[config.mk]
export PLATFORM = sky130hd
export DESIGN_NAME = eeprom_program_erase_ctl
export DESIGN_NICKNAME = d
export VERILOG_FILES = /design/src/eeprom_pe_pkg.sv /design/src/eeprom_program_erase_ctl.sv
export SDC_FILE = /design/constraint.sdc
export NUM_CORES = 2
export LEC_CHECK = 0
export CORE_MARGIN = 2
export CORE_UTILIZATION = 60
export CTS_CLUSTER_SIZE = 28
export DETAILED_ROUTE_END_ITERATION = 16
export DONT_BUFFER_PORTS = 1
export PLACE_DENSITY_LB_ADDON = 0.08
export SYNTH_ARGS = -nofsm -noshare
export SYNTH_HDL_FRONTEND = slang
export SYNTH_SLANG_ARGS = --single-unit
[constraint.sdc]
create_clock -name sys_clk -period 14.98 [get_ports sys_clk]
set_input_delay 0 -clock sys_clk [delete_from_list [all_inputs] [get_ports sys_clk]]
set_output_delay 0 -clock sys_clk [all_outputs]
set_load 0.02 [all_outputs]
[src/eeprom_pe_pkg.sv]
/*
  shared definitions for the eeprom program/erase controller: register indices,
  field positions, reset values, cycle counts and the carrier types.
  assumes a 32-bit avalon-mm slave where the byte address is four times the index.
*/
package eeprom_pe_pkg;

  // register indices (byte address = index * 4)
  localparam logic [14:0] IDX_EE_CONTROL = 15'h0007;  // eeprom_control
  localparam logic [14:0] IDX_EE_BASE = 15'h0100;     // first eeprom byte, also nonvolatile_options
  localparam logic [14:0] IDX_EE_LAST = 15'h01ff;     // last eeprom byte
  localparam logic [14:0] IDX_FACTORY_OPTS = 15'h7fde; // factory_option_bits
  localparam int ADDR_W = 17;                          // byte address width

  // eeprom geometry
  localparam logic [7:0] LOWER_REGION_BYTES = 8'h20;   // 32 always-writable bytes
  localparam logic [7:0] ERASED_BYTE = 8'hff;          // value of an erased cell

  // eeprom_control field positions
  localparam int POS_PUMP = 0;
  localparam int POS_LATCH = 1;
  localparam int POS_ERASE = 2;
  localparam logic [7:0] EE_CONTROL_RESET = 8'h00;     // bits 7:3 undefined, read zero

  // nonvolatile_options field positions
  localparam int POS_SECURITY = 0;
  localparam int POS_UNPROTECT = 1;

  // factory_option_bits field positions
  localparam int POS_PC_PULLDOWN = 0;
  localparam int POS_PB_PULLDOWN = 1;
  localparam int POS_WD_IN_WAIT = 2;
  localparam int POS_WD_AFTER_RESET = 3;
  localparam int POS_RESET_HOLD_SEL = 4;

  // reset-pin hold after reset, in cycles
  localparam logic [11:0] HOLD_SHORT_CYC = 12'd16;
  localparam logic [11:0] HOLD_LONG_CYC = 12'd4064;

  // control state as {erase_select, write_latch_enable, pump_enable}
  typedef enum logic [2:0] {
    ST_READ = 3'b000,
    ST_LOAD = 3'b010,
    ST_PROGRAM = 3'b011,
    ST_ERASE_ADDR = 3'b110,
    ST_ERASING = 3'b111
  } ee_state_t;

  // captured target of a pending program or erase
  typedef struct packed {
    logic valid;
    logic [7:0] addr;
    logic [7:0] data;
  } ee_target_t;

endpackage

[src/eeprom_program_erase_ctl.sv]
/*
  eeprom program/erase controller with protection, security and factory options.
  holds a 256-byte eeprom as flip-flops (nonvolatile: not touched by reset),
  the control register, and the option decoding that reset samples.
  assumes an avalon-mm master on sys_clk, and stop/wait/bootstrap/port-direction
  signals produced by logic on the same clock.
*/
// Design decision made here: register access over Avalon-MM.
module eeprom_program_erase_ctl
  import eeprom_pe_pkg::*;
#(
  parameter logic [7:0] FACTORY_OPTIONS = 8'h00  // mask-option content
) (
  // clock and reset
  input wire logic sys_clk,
  input wire logic rst_b,
  // avalon-mm slave
  input wire logic [ADDR_W-1:0] avs_address,
  input wire logic avs_read,
  input wire logic avs_write,
  input wire logic [31:0] avs_writedata,
  input wire logic [3:0] avs_byteenable,
  output logic [31:0] avs_readdata,
  output logic avs_waitrequest,
  // system mode inputs
  input wire logic stopEntry,
  input wire logic waitMode,
  input wire logic bootstrapMode,
  input wire logic nonUserModeReq,
  input wire logic [7:0] portBIsOutput,
  input wire logic [7:0] portCIsOutput,
  // controlled outputs
  output logic pumpOn,
  output logic highVoltageOn,
  output logic resetPinLow,
  output logic watchdogRun,
  output logic nonUserModeGrant,
  output logic [7:0] portBPulldown,
  output logic [7:0] portCPulldown
);

  // eeprom cells; erased at power-up, no reset so contents survive resets.
  // the power-up value sits in the declaration so the array keeps a single writer
  logic [7:0] eeMem [256] = '{default: ERASED_BYTE};
  // control state {erase_select, write_latch_enable, pump_enable}
  ee_state_t ctrlState_q;
  // pending target captured while loading
  ee_target_t target_q;
  // bus answer flag: high in the cycle the request completes
  logic busAck_q;
  logic [31:0] readData_q;
  // reset-time snapshots of option bits, then the hold counter and registered outputs
  logic postReset_q;
  logic unprotLatched_q;
  logic secLatched_q;
  logic wdArmed_q;
  logic [11:0] holdCnt_q;
  logic resetPinLow_q;
  logic watchdogRun_q;
  logic grant_q;
  logic [7:0] pdB_q;
  logic [7:0] pdC_q;

  // decoded strobes
  logic [14:0] regIdx;
  logic wrTake;
  logic wrCtrl;
  logic wrEe;
  logic [7:0] eeOff;
  logic upperProtected;
  logic pumpRise;
  logic opAllowed;
  ee_state_t ctrlState_d;

  // is this index inside the eeprom window
  function automatic logic in_eeprom(input logic [14:0] idx);
    in_eeprom = (idx >= IDX_EE_BASE) && (idx <= IDX_EE_LAST);
  endfunction

  // offset within eeprom falls into the guarded upper region
  function automatic logic is_upper(input logic [7:0] off);
    is_upper = (off >= LOWER_REGION_BYTES);
  endfunction

  assign regIdx = avs_address[ADDR_W-1:2];
  assign eeOff = regIdx[7:0];
  // a write lands only at the completing edge and only with the low lane enabled
  assign wrTake = busAck_q && avs_write && avs_byteenable[0];
  assign wrCtrl = wrTake && (regIdx == IDX_EE_CONTROL);
  assign wrEe = wrTake && in_eeprom(regIdx);

  // every request waits exactly one cycle; keeps read data registered
  assign avs_waitrequest = (avs_read || avs_write) && !busAck_q;
  assign avs_readdata = readData_q;

  // bus handshake: one wait state per request
  always_ff @(posedge sys_clk or negedge rst_b) begin
    if (!rst_b) begin
      busAck_q <= 1'b0;
    end else begin
      busAck_q <= (avs_read || avs_write) && !busAck_q;
    end
  end

  // read mux, sampled in the wait cycle so data stands at the completing edge
  always_ff @(posedge sys_clk or negedge rst_b) begin
    if (!rst_b) begin
      readData_q <= 32'h0000_0000;
    end else if (avs_read && !busAck_q) begin
      if (regIdx == IDX_EE_CONTROL) begin
        readData_q <= {29'h0000_0000, ctrlState_q};
      end else if (regIdx == IDX_FACTORY_OPTS) begin
        readData_q <= {24'h00_0000, FACTORY_OPTIONS};
      end else if (in_eeprom(regIdx)) begin
        // array content is meaningless while latched, so answer zero then
        readData_q <= (ctrlState_q[POS_LATCH]) ? 32'h0000_0000 :
                      {24'h00_0000, eeMem[eeOff]};
      end else begin
        readData_q <= 32'h0000_0000;  // unmapped reads as zero
      end
    end
  end

  // next control state from software writes and stop entry
  always_comb begin
    ctrlState_d = ctrlState_q;
    if (stopEntry) begin
      ctrlState_d = ST_READ;
    end else if (wrCtrl) begin
      if (!avs_writedata[POS_LATCH]) begin
        ctrlState_d = ST_READ;
      end else begin
        case (ctrlState_q)
          ST_READ: begin
            // entering load or erase address; pump cannot come on in the same write
            ctrlState_d = avs_writedata[POS_ERASE] ? ST_ERASE_ADDR : ST_LOAD;
          end
          ST_LOAD, ST_ERASE_ADDR: begin
            if (target_q.valid && avs_writedata[POS_PUMP]) begin
              ctrlState_d = ctrlState_q[POS_ERASE] ? ST_ERASING : ST_PROGRAM;
            end else if (target_q.valid) begin
              ctrlState_d = ctrlState_q;
            end else begin
              ctrlState_d = avs_writedata[POS_ERASE] ? ST_ERASE_ADDR : ST_LOAD;
            end
          end
          ST_PROGRAM, ST_ERASING: begin
            ctrlState_d = ctrlState_q;
          end
          default: begin
            ctrlState_d = ST_READ;
          end
        endcase
      end
    end
  end

  // control register
  always_ff @(posedge sys_clk or negedge rst_b) begin
    if (!rst_b) begin
      ctrlState_q <= ee_state_t'(EE_CONTROL_RESET[2:0]);
    end else begin
      ctrlState_q <= ctrlState_d;
    end
  end

  // target capture: a write to the array while loading is latched, not stored
  always_ff @(posedge sys_clk or negedge rst_b) begin
    if (!rst_b) begin
      target_q <= '0;
    end else if (ctrlState_d == ST_READ) begin
      target_q <= '0;
    end else if (wrEe && !ctrlState_q[POS_PUMP] && ctrlState_q[POS_LATCH]) begin
      if (!target_q.valid) begin
        target_q.valid <= 1'b1;
        target_q.addr <= eeOff;
        target_q.data <= avs_writedata[7:0];
      end else if (!ctrlState_q[POS_ERASE]) begin
        target_q.data <= avs_writedata[7:0];  // later data to the same load replaces it
      end
    end
  end

  // the live unprotect bit can only close protection before the next reset
  assign upperProtected = !bootstrapMode &&
                          !(unprotLatched_q && eeMem[0][POS_UNPROTECT]);
  assign pumpRise = ctrlState_d[POS_PUMP] && !ctrlState_q[POS_PUMP];
  assign opAllowed = !(is_upper(target_q.addr) && upperProtected);

  // array update at the moment the pump comes on
  always_ff @(posedge sys_clk) begin
    if (pumpRise && opAllowed) begin
      if (ctrlState_d[POS_ERASE]) begin
        eeMem[target_q.addr] <= ERASED_BYTE;
      end else begin
        // options byte included: its bits only change here, i.e. with latch set
        eeMem[target_q.addr] <= target_q.data;
      end
    end
  end

  // charge pump and high voltage follow the pump bit
  assign pumpOn = ctrlState_q[POS_PUMP];
  assign highVoltageOn = ctrlState_q[POS_PUMP];

  // snapshots taken on the first edge after reset release
  always_ff @(posedge sys_clk or negedge rst_b) begin
    if (!rst_b) begin
      postReset_q <= 1'b0;
      unprotLatched_q <= 1'b0;
      secLatched_q <= 1'b0;
      wdArmed_q <= 1'b0;
    end else if (!postReset_q) begin
      postReset_q <= 1'b1;
      unprotLatched_q <= eeMem[0][POS_UNPROTECT];
      secLatched_q <= eeMem[0][POS_SECURITY];
      wdArmed_q <= FACTORY_OPTIONS[POS_WD_AFTER_RESET] && !bootstrapMode;
    end
  end

  // reset-pin hold counter; long hold stays under the parameter threshold
  always_ff @(posedge sys_clk or negedge rst_b) begin
    if (!rst_b) begin
      holdCnt_q <= 12'h000;
      resetPinLow_q <= 1'b1;
    end else if (resetPinLow_q) begin
      if (holdCnt_q == (FACTORY_OPTIONS[POS_RESET_HOLD_SEL] ? HOLD_SHORT_CYC : HOLD_LONG_CYC)
          - 12'd1) begin
        resetPinLow_q <= 1'b0;
      end else begin
        holdCnt_q <= holdCnt_q + 12'd1;
      end
    end
  end
  assign resetPinLow = resetPinLow_q;

  // watchdog run, mode grant and pull-downs, registered
  always_ff @(posedge sys_clk or negedge rst_b) begin
    if (!rst_b) begin
      watchdogRun_q <= 1'b0;
      grant_q <= 1'b0;
      pdB_q <= 8'h00;
      pdC_q <= 8'h00;
    end else begin
      watchdogRun_q <= wdArmed_q && (!waitMode || FACTORY_OPTIONS[POS_WD_IN_WAIT]);
      grant_q <= nonUserModeReq && secLatched_q;
      pdB_q <= {8{FACTORY_OPTIONS[POS_PB_PULLDOWN]}} & ~portBIsOutput;
      pdC_q <= {8{FACTORY_OPTIONS[POS_PC_PULLDOWN]}} & ~portCIsOutput;
    end
  end
  assign watchdogRun = watchdogRun_q;
  assign nonUserModeGrant = grant_q;
  assign portBPulldown = pdB_q;
  assign portCPulldown = pdC_q;

  // assertions
  property p_latch_clears_all;
    @(posedge sys_clk) disable iff (!rst_b)
      !ctrlState_q[POS_LATCH] |-> (ctrlState_q == ST_READ);
  endproperty
  a_latch_clears_all: assert property (p_latch_clears_all)
    else $error("erase or pump set without latch");

  property p_stop_clears;
    @(posedge sys_clk) disable iff (!rst_b)
      stopEntry |=> (ctrlState_q == ST_READ);
  endproperty
  a_stop_clears: assert property (p_stop_clears)
    else $error("stop entry did not clear control");

  property p_pump_needs_target;
    @(posedge sys_clk) disable iff (!rst_b)
      $rose(ctrlState_q[POS_PUMP]) |-> $past(target_q.valid);
  endproperty
  a_pump_needs_target: assert property (p_pump_needs_target)
    else $error("pump set before target capture");

  property p_pump_sticky;
    @(posedge sys_clk) disable iff (!rst_b)
      (ctrlState_q[POS_PUMP] && !stopEntry && !(wrCtrl && !avs_writedata[POS_LATCH]))
      |=> ctrlState_q[POS_PUMP];
  endproperty
  a_pump_sticky: assert property (p_pump_sticky)
    else $error("pump cleared without clearing latch");

  property p_erase_frozen;
    @(posedge sys_clk) disable iff (!rst_b)
      (target_q.valid && ctrlState_q[POS_LATCH] && ctrlState_d[POS_LATCH])
      |-> (ctrlState_d[POS_ERASE] == ctrlState_q[POS_ERASE]);
  endproperty
  a_erase_frozen: assert property (p_erase_frozen)
    else $error("erase select changed after capture");

  property p_legal_state;
    @(posedge sys_clk) disable iff (!rst_b)
      ctrlState_q inside {ST_READ, ST_LOAD, ST_PROGRAM, ST_ERASE_ADDR, ST_ERASING};
  endproperty
  a_legal_state: assert property (p_legal_state)
    else $error("illegal control state");

  property p_protected_upper;
    @(posedge sys_clk) disable iff (!rst_b)
      (pumpRise && upperProtected && is_upper(target_q.addr))
      |=> (eeMem[$past(target_q.addr)] == $past(eeMem[target_q.addr]));
  endproperty
  a_protected_upper: assert property (p_protected_upper)
    else $error("protected cell was changed");

  property p_grant_secure;
    @(posedge sys_clk) disable iff (!rst_b)
      grant_q |-> (secLatched_q && $past(nonUserModeReq));
  endproperty
  a_grant_secure: assert property (p_grant_secure)
    else $error("non-user mode granted while secured");

  property p_hold_short;
    @(posedge sys_clk) disable iff (!rst_b)
      (FACTORY_OPTIONS[POS_RESET_HOLD_SEL] && $rose(postReset_q)) |-> resetPinLow_q [*8]
      ##1 resetPinLow_q [*7] ##1 !resetPinLow_q;
  endproperty
  a_hold_short: assert property (p_hold_short)
    else $error("short reset hold length wrong");

  property p_pulldown_outputs;
    @(posedge sys_clk) disable iff (!rst_b)
      ##1 ((pdB_q & $past(portBIsOutput)) == 8'h00);
  endproperty
  a_pulldown_outputs: assert property (p_pulldown_outputs)
    else $error("pull-down on an output pin");

  // a single control write out of the read state must never start the pump
  property p_no_pump_from_read;
    @(posedge sys_clk) disable iff (!rst_b)
      (ctrlState_q == ST_READ) |=> !ctrlState_q[POS_PUMP];
  endproperty
  a_no_pump_from_read: assert property (p_no_pump_from_read)
    else $error("pump set straight from read state");

  // the security snapshot may only move at the first edge after reset
  property p_security_held;
    @(posedge sys_clk) disable iff (!rst_b)
      (postReset_q && $past(postReset_q)) |-> $stable(secLatched_q);
  endproperty
  a_security_held: assert property (p_security_held)
    else $error("security snapshot changed between resets");

  c_program: cover property (@(posedge sys_clk) disable iff (!rst_b)
    ctrlState_q == ST_LOAD ##[1:20] ctrlState_q == ST_PROGRAM);
  c_erase: cover property (@(posedge sys_clk) disable iff (!rst_b)
    ctrlState_q == ST_ERASE_ADDR ##[1:20] ctrlState_q == ST_ERASING);
  c_stop_abort: cover property (@(posedge sys_clk) disable iff (!rst_b)
    ctrlState_q[POS_PUMP] && stopEntry);
  c_blocked: cover property (@(posedge sys_clk) disable iff (!rst_b)
    pumpRise && !opAllowed);

endmodule

== After elaboration in Yosys (flattened, before gate mapping) ==
Memories as Yosys holds them, arrays and structs flattened.
Index checks and enable logic that the tools add are counted.
Cells by class
  reductions and logical operators: 30
  $add $sub $neg: 1
  bitwise gates (word level): 2
  mux-type cells: 26
  eq/ne operators: 9
  $lt $le $gt $ge: 3
Operators with widths (number)
  $mux 8: 8
  $mux 17: 2
  $mux 3: 7
  $logic_and 1x1->1: 16
  $eq 15x15->1 const B: 1
  $eq 15x3->1 const B: 1
  $ge 15x9->1 const B: 1
  $le 15x9->1 const B: 1
  $add 12x1->12 const B: 1
  $eq 12x12->1 const B: 1
  $pmux 3 s3: 1
  $ge 8x6->1 const B: 1
  $mux 1: 8
  $eq 3x2->1 const B: 2
  $eq 3x3->1 const B: 2
  $logic_not 3->1: 2
  $reduce_and 2->1: 3
  $logic_not 1->1: 5
  $reduce_or 2->1: 2
  $ne 3x2->1 const B: 1
  $ne 2x1->1 const B: 1
  $reduce_bool 2->1: 1
  $logic_or 1x1->1: 1
  $not 1->1: 1
  $or 1x1->1: 1
Storage, ports and cells
  output and inout bits: 54
  logic and storage cells: 84
  bits in registers: 70
  memories: 1
  RAM bits: 2048
  bits of input ports: 77
Memory list
  eeMem: depth 256, bits a word 8, rd ports 2, clocked after memory_dff 0, wr ports 1, RTL line eeprom_program_erase_ctl.sv:44  | logic [7:0] eeMem [256] = '{default: ERASED_BYTE};

== Depth between registers and ports, before layout ==
  depth in word-level cells: 12
  gate-level depth with buffers: 14
  mapped depth without buffers: 8

== Worst setup path after synthesis ==
No wires, ideal clock.
  path type: input port to flip-flop
  from: in avs_address[13]
  to: mem eeMem[0][0] (data pin)
  data required time: 14.149 ns
  data arrival time: 4.614 ns
  path slack: 9.535 ns
  setup time: 0.831 ns
  path buffers: 0
  stages on the path: 7
  path through: or4_1 -> nor3_2 -> nand4_1 -> nor2_1 -> nand3_1 -> a21oi_2 -> or3_1
On the way
  elaborated cells on any way between the ends: 10
  those cells by class: eq/ne: 1; mux: 6; reduce/logical: 3
RTL lines
  start: declaration: RTL line eeprom_program_erase_ctl.sv:18  | input wire logic [ADDR_W-1:0] avs_address,
  $eq 15x3->1: RTL line eeprom_program_erase_ctl.sv:89  | assign wrCtrl = wrTake && (regIdx == IDX_EE_CONTROL);
  $logic_and 1x1->1: RTL line eeprom_program_erase_ctl.sv:89
  $mux 3: RTL line eeprom_program_erase_ctl.sv:129  | end else if (wrCtrl) begin
  $mux 3: RTL line eeprom_program_erase_ctl.sv:127  | if (stopEntry) begin
  via ctrlState_d[2]: RTL line eeprom_program_erase_ctl.sv:73  | ee_state_t ctrlState_d;
  $mux 1: RTL line eeprom_program_erase_ctl.sv:193  | if (ctrlState_d[POS_ERASE]) begin
  $mux 1: RTL line eeprom_program_erase_ctl.sv:192  | if (pumpRise && opAllowed) begin
  $mux 1 (not written as such): RTL line eeprom_program_erase_ctl.sv:197  | eeMem[target_q.addr] <= target_q.data;
  $mux 8 (no source line)
  end: declaration: RTL line eeprom_program_erase_ctl.sv:44
The timed path passes the listed nets, and every way through them passes these cells.

== Final worst setup path ==
  from: in avs_address[6]
  to: mem eeMem[138][7] (data pin)
The elaborated chain is that of the path after synthesis.

==> results.sh <==
export IMPL_numCtsBuffers=204
export IMPL_grt_pass1_wl_um=300800
export IMPL_drtAntennaViolNets=0
export IMPL_power_total_w=0.01168
export IMPL_clk_latency_ns=0.85
export IMPL_clock_sinks=2094
export IMPL_grt_pass1_vias=40623
export IMPL_min_path_cells=6
export IMPL_hpwl_um=117600
export IMPL_hold_ws_ns=0.06498
export IMPL_slowest_stage="or3_4"
export IMPL_antenna_found_initial=7
export IMPL_max_freq_mhz=162.8
export IMPL_portBuffers=0
export IMPL_critPathRequiredTime_ns=15.45
export IMPL_drt_iter0_drc=5717
export IMPL_worst_path_dominant_cell_family="buffers and inverters"
export IMPL_peakVddDrop_uv=114.6
export IMPL_muxShareOfSynthArea_pct=15.32
export IMPL_maxCapViolations=0
export IMPL_arrival_ns=6.61
export IMPL_final_setup_skew_ns=0.03772
export IMPL_p_leak_nw=34.17
export IMPL_ios=131
export IMPL_drc=0
export IMPL_gp_congestion=0.8377
export IMPL_start_kind="input pin"
export IMPL_synth_top_family_by_area="multiplexers"
export IMPL_synth_compound_area_share_pct=2.753
export IMPL_routedWlPerCell_um=34.60
export IMPL_drv_slew=0
export IMPL_status="finished clean"
export IMPL_min_period_over_period_pct=41.00
export IMPL_finalSetupViolations=0
export IMPL_synth_ff_type="edfxtp_1"
export IMPL_fin_nets=4229
export IMPL_syn_inst=4057
export IMPL_critPathCaptureType="flop"
export IMPL_avgSynthCellArea_sq_um=20.30
export IMPL_period_needed_ns=6.142
export IMPL_post_cts_buffers=0
export IMPL_grt_overflow=0
export IMPL_grt_use_total_pct=30.51
export IMPL_critPathMaxStageDelay_ns=1.00
export IMPL_synthArstFlopShare_pct=2.197
export IMPL_crit_chain="dlygate4sd3_1 > buf_16 > nor3_2 > nand4_1 > nor2_1 > nand3_1 > dlygate4sd3_1 > a21oi_2 > or3_4 > buf_4 > buf_4"
export IMPL_rsz0062_at_grt="false"
export IMPL_die_area_sq_mm=0.1403
export IMPL_reg2regPathDepth=8
export IMPL_synth_xor_area_share_pct=0.1170
export IMPL_synth_edf_count=2048
export IMPL_cts_htree_levels=4
export IMPL_vias_per_cell=6.826
export IMPL_die_h_um=374.5
export IMPL_cp_num_cells=11
export IMPL_drive_above_1_share_pct=20.23
export IMPL_syn_area_sq_mm=0.08237
export IMPL_synth_simple_area_share_pct=3.477
export IMPL_final_common_cell="edfxtp_1"
export IMPL_setup_tns_ns=0
export IMPL_wl_um=211300
export IMPL_cts_root_buf="clkbuf_16"
export IMPL_hold_viol_final=0
export IMPL_cts_tree="done"
export IMPL_clkSlewWorstSetupHoldPaths_ns=0.06
export IMPL_crit_buf_inv=5
export IMPL_ys_types=63
export IMPL_min_path_type="in -> reg"
export IMPL_firstDrtPassIters=5
export IMPL_relSlewSlack_pct=13.64
export IMPL_start_util_pct=60.65
export IMPL_grt_start_max_net_pins=601
export IMPL_ys_warn_count=0
export IMPL_layout_common_cells="2,048 x edfxtp_1, 463 x mux4_2, 323 x nor2_1"
export IMPL_critPathMaxFanout=100
export IMPL_cts_buffer_depth=3
export IMPL_rows=135
export IMPL_p_per_area_mw_per_mm2=128.5
export IMPL_worst_slew_pin_slew_ns=1.291
export IMPL_syn_to_final_growth_pct=10.36
export IMPL_ys_seq_area_share_pct=76.06
export IMPL_ys_ff_latch=2094
export IMPL_vias=41675
export IMPL_fp_dieW_um=374.5
export IMPL_core_sq_mm=0.1358
export IMPL_worstSetupPathType="in -> reg"
export IMPL_yosys_area_share_adder_pct=0.01519
-- cell families after synthesis --
kind of cell               after synthesis
and+or+nand+nor                        661
muxes                                  681
xor gates and xnor gates                11
AOI/OAI and AO/OA                      319
DFF                                   2094
buffers and inverters                  288
adders and majority gates                1
other                                    2
-- worst reg2reg max path: cells and delay by family (launching register included) --
kind	cells	cell delay (ns)
AND/OR/NAND/NOR	3	1.20
flip-flops	1	0.93
AO/OA/AOI/OAI	2	0.65
buffers and inverters	3	2.44
-- report_power, final --
group,internal [W],switching (W)
Combinational,0.0000961,0.000167
Sequential,0.00633,0.000000844
Clock,0.00291,0.00218
Total,0.00933,0.00235
-- final timing paths --
kind	start	end	slack (ns)
max	avs_address[6]	eeMem[138][7]	8.84
min	avs_address[5]	avs_readdata[3]	0.06
max reg2reg	ctrlState_q[0]	eeMem[138][7]	9.29
min reg2reg	holdCnt_q[10]	holdCnt_q[10]	0.48
max in group asynchronous	rst_b	resetPinLow	14.31
min in group asynchronous	rst_b	target_q[6]	0.38
-- Yosys cell counts (22+ instances only) --
library cell | number | area share [%]
edfxtp_1 | 2048 | 75
mux4_2 | 463 | 13
nor2_1 | 325 | 1.5
mux2i_1 | 209 | 2.5
nand2_1 | 153 | 0.70
clkbuf_1 | 96 | 0.44
nand3_1 | 67 | 0.41
buf_4 | 65 | 0.59
a221oi_1 | 63 | 0.67
a22oi_1 | 49 | 0.45
a21oi_1 | 48 | 0.29
o21ai_0 | 46 | 0.28
dfrtp_1 | 45 | 1.4
buf_2 | 44 | 0.27
buf_6 | 43 | 0.59
nand4_1 | 22 | 0.17
nor3_1 | 22 | 0.13
o22ai_1 | 22 | 0.17
-- sequential cells by signal (all words and copies together) (netlist names) --
signal,cells
avs_readdata,8
postReset_q,1
busAck_q,1
target_q,17
ctrlState_q,3
holdCnt_q,12
unprotLatched_q,1
nonUserModeGrant,1
secLatched_q,1
resetPinLow,1
eeMem,2048
-- through the flow --
stage               std cells  util (%)  area (sq um)  worst slack (ns)
finish                   6105     66.93         90900             8.838
global route             6101     66.93         90890             8.574
CTS                      6096     66.83         90760             9.148
detailed placement       5664     61.51         83530             9.602
global placement         5664     61.51         83530             9.774
floorplan                4097         -         82520             9.535
-- layout make-up --
class	count	area (sq um)
antenna	4	10.01
fill	8869	44910
sequential	2094	62650
timing repair buffer	125	1251
multi-input combinational	1715	18130
inverter	11	46.29
tap	1781	2228
clock inverter	125	1252
clock buffer	250	5330
-- routing by layer --
metal  track usage (%)  wire, um  part of all wire, %
met1             44.81     83300                   39
met2             45.60     97880                   46
met3             6.750     21490                   10
met4             11.78      8560                  4.1
met5                 0        29                0.014
-- what timing repair did --
item / 4_1_cts / 5_1_grt
hold buffers: 57 / 0
resized for setup: 0 / 0
endpoints found under the hold margin: 76 / 0
(Power assumes the default switching activity.)
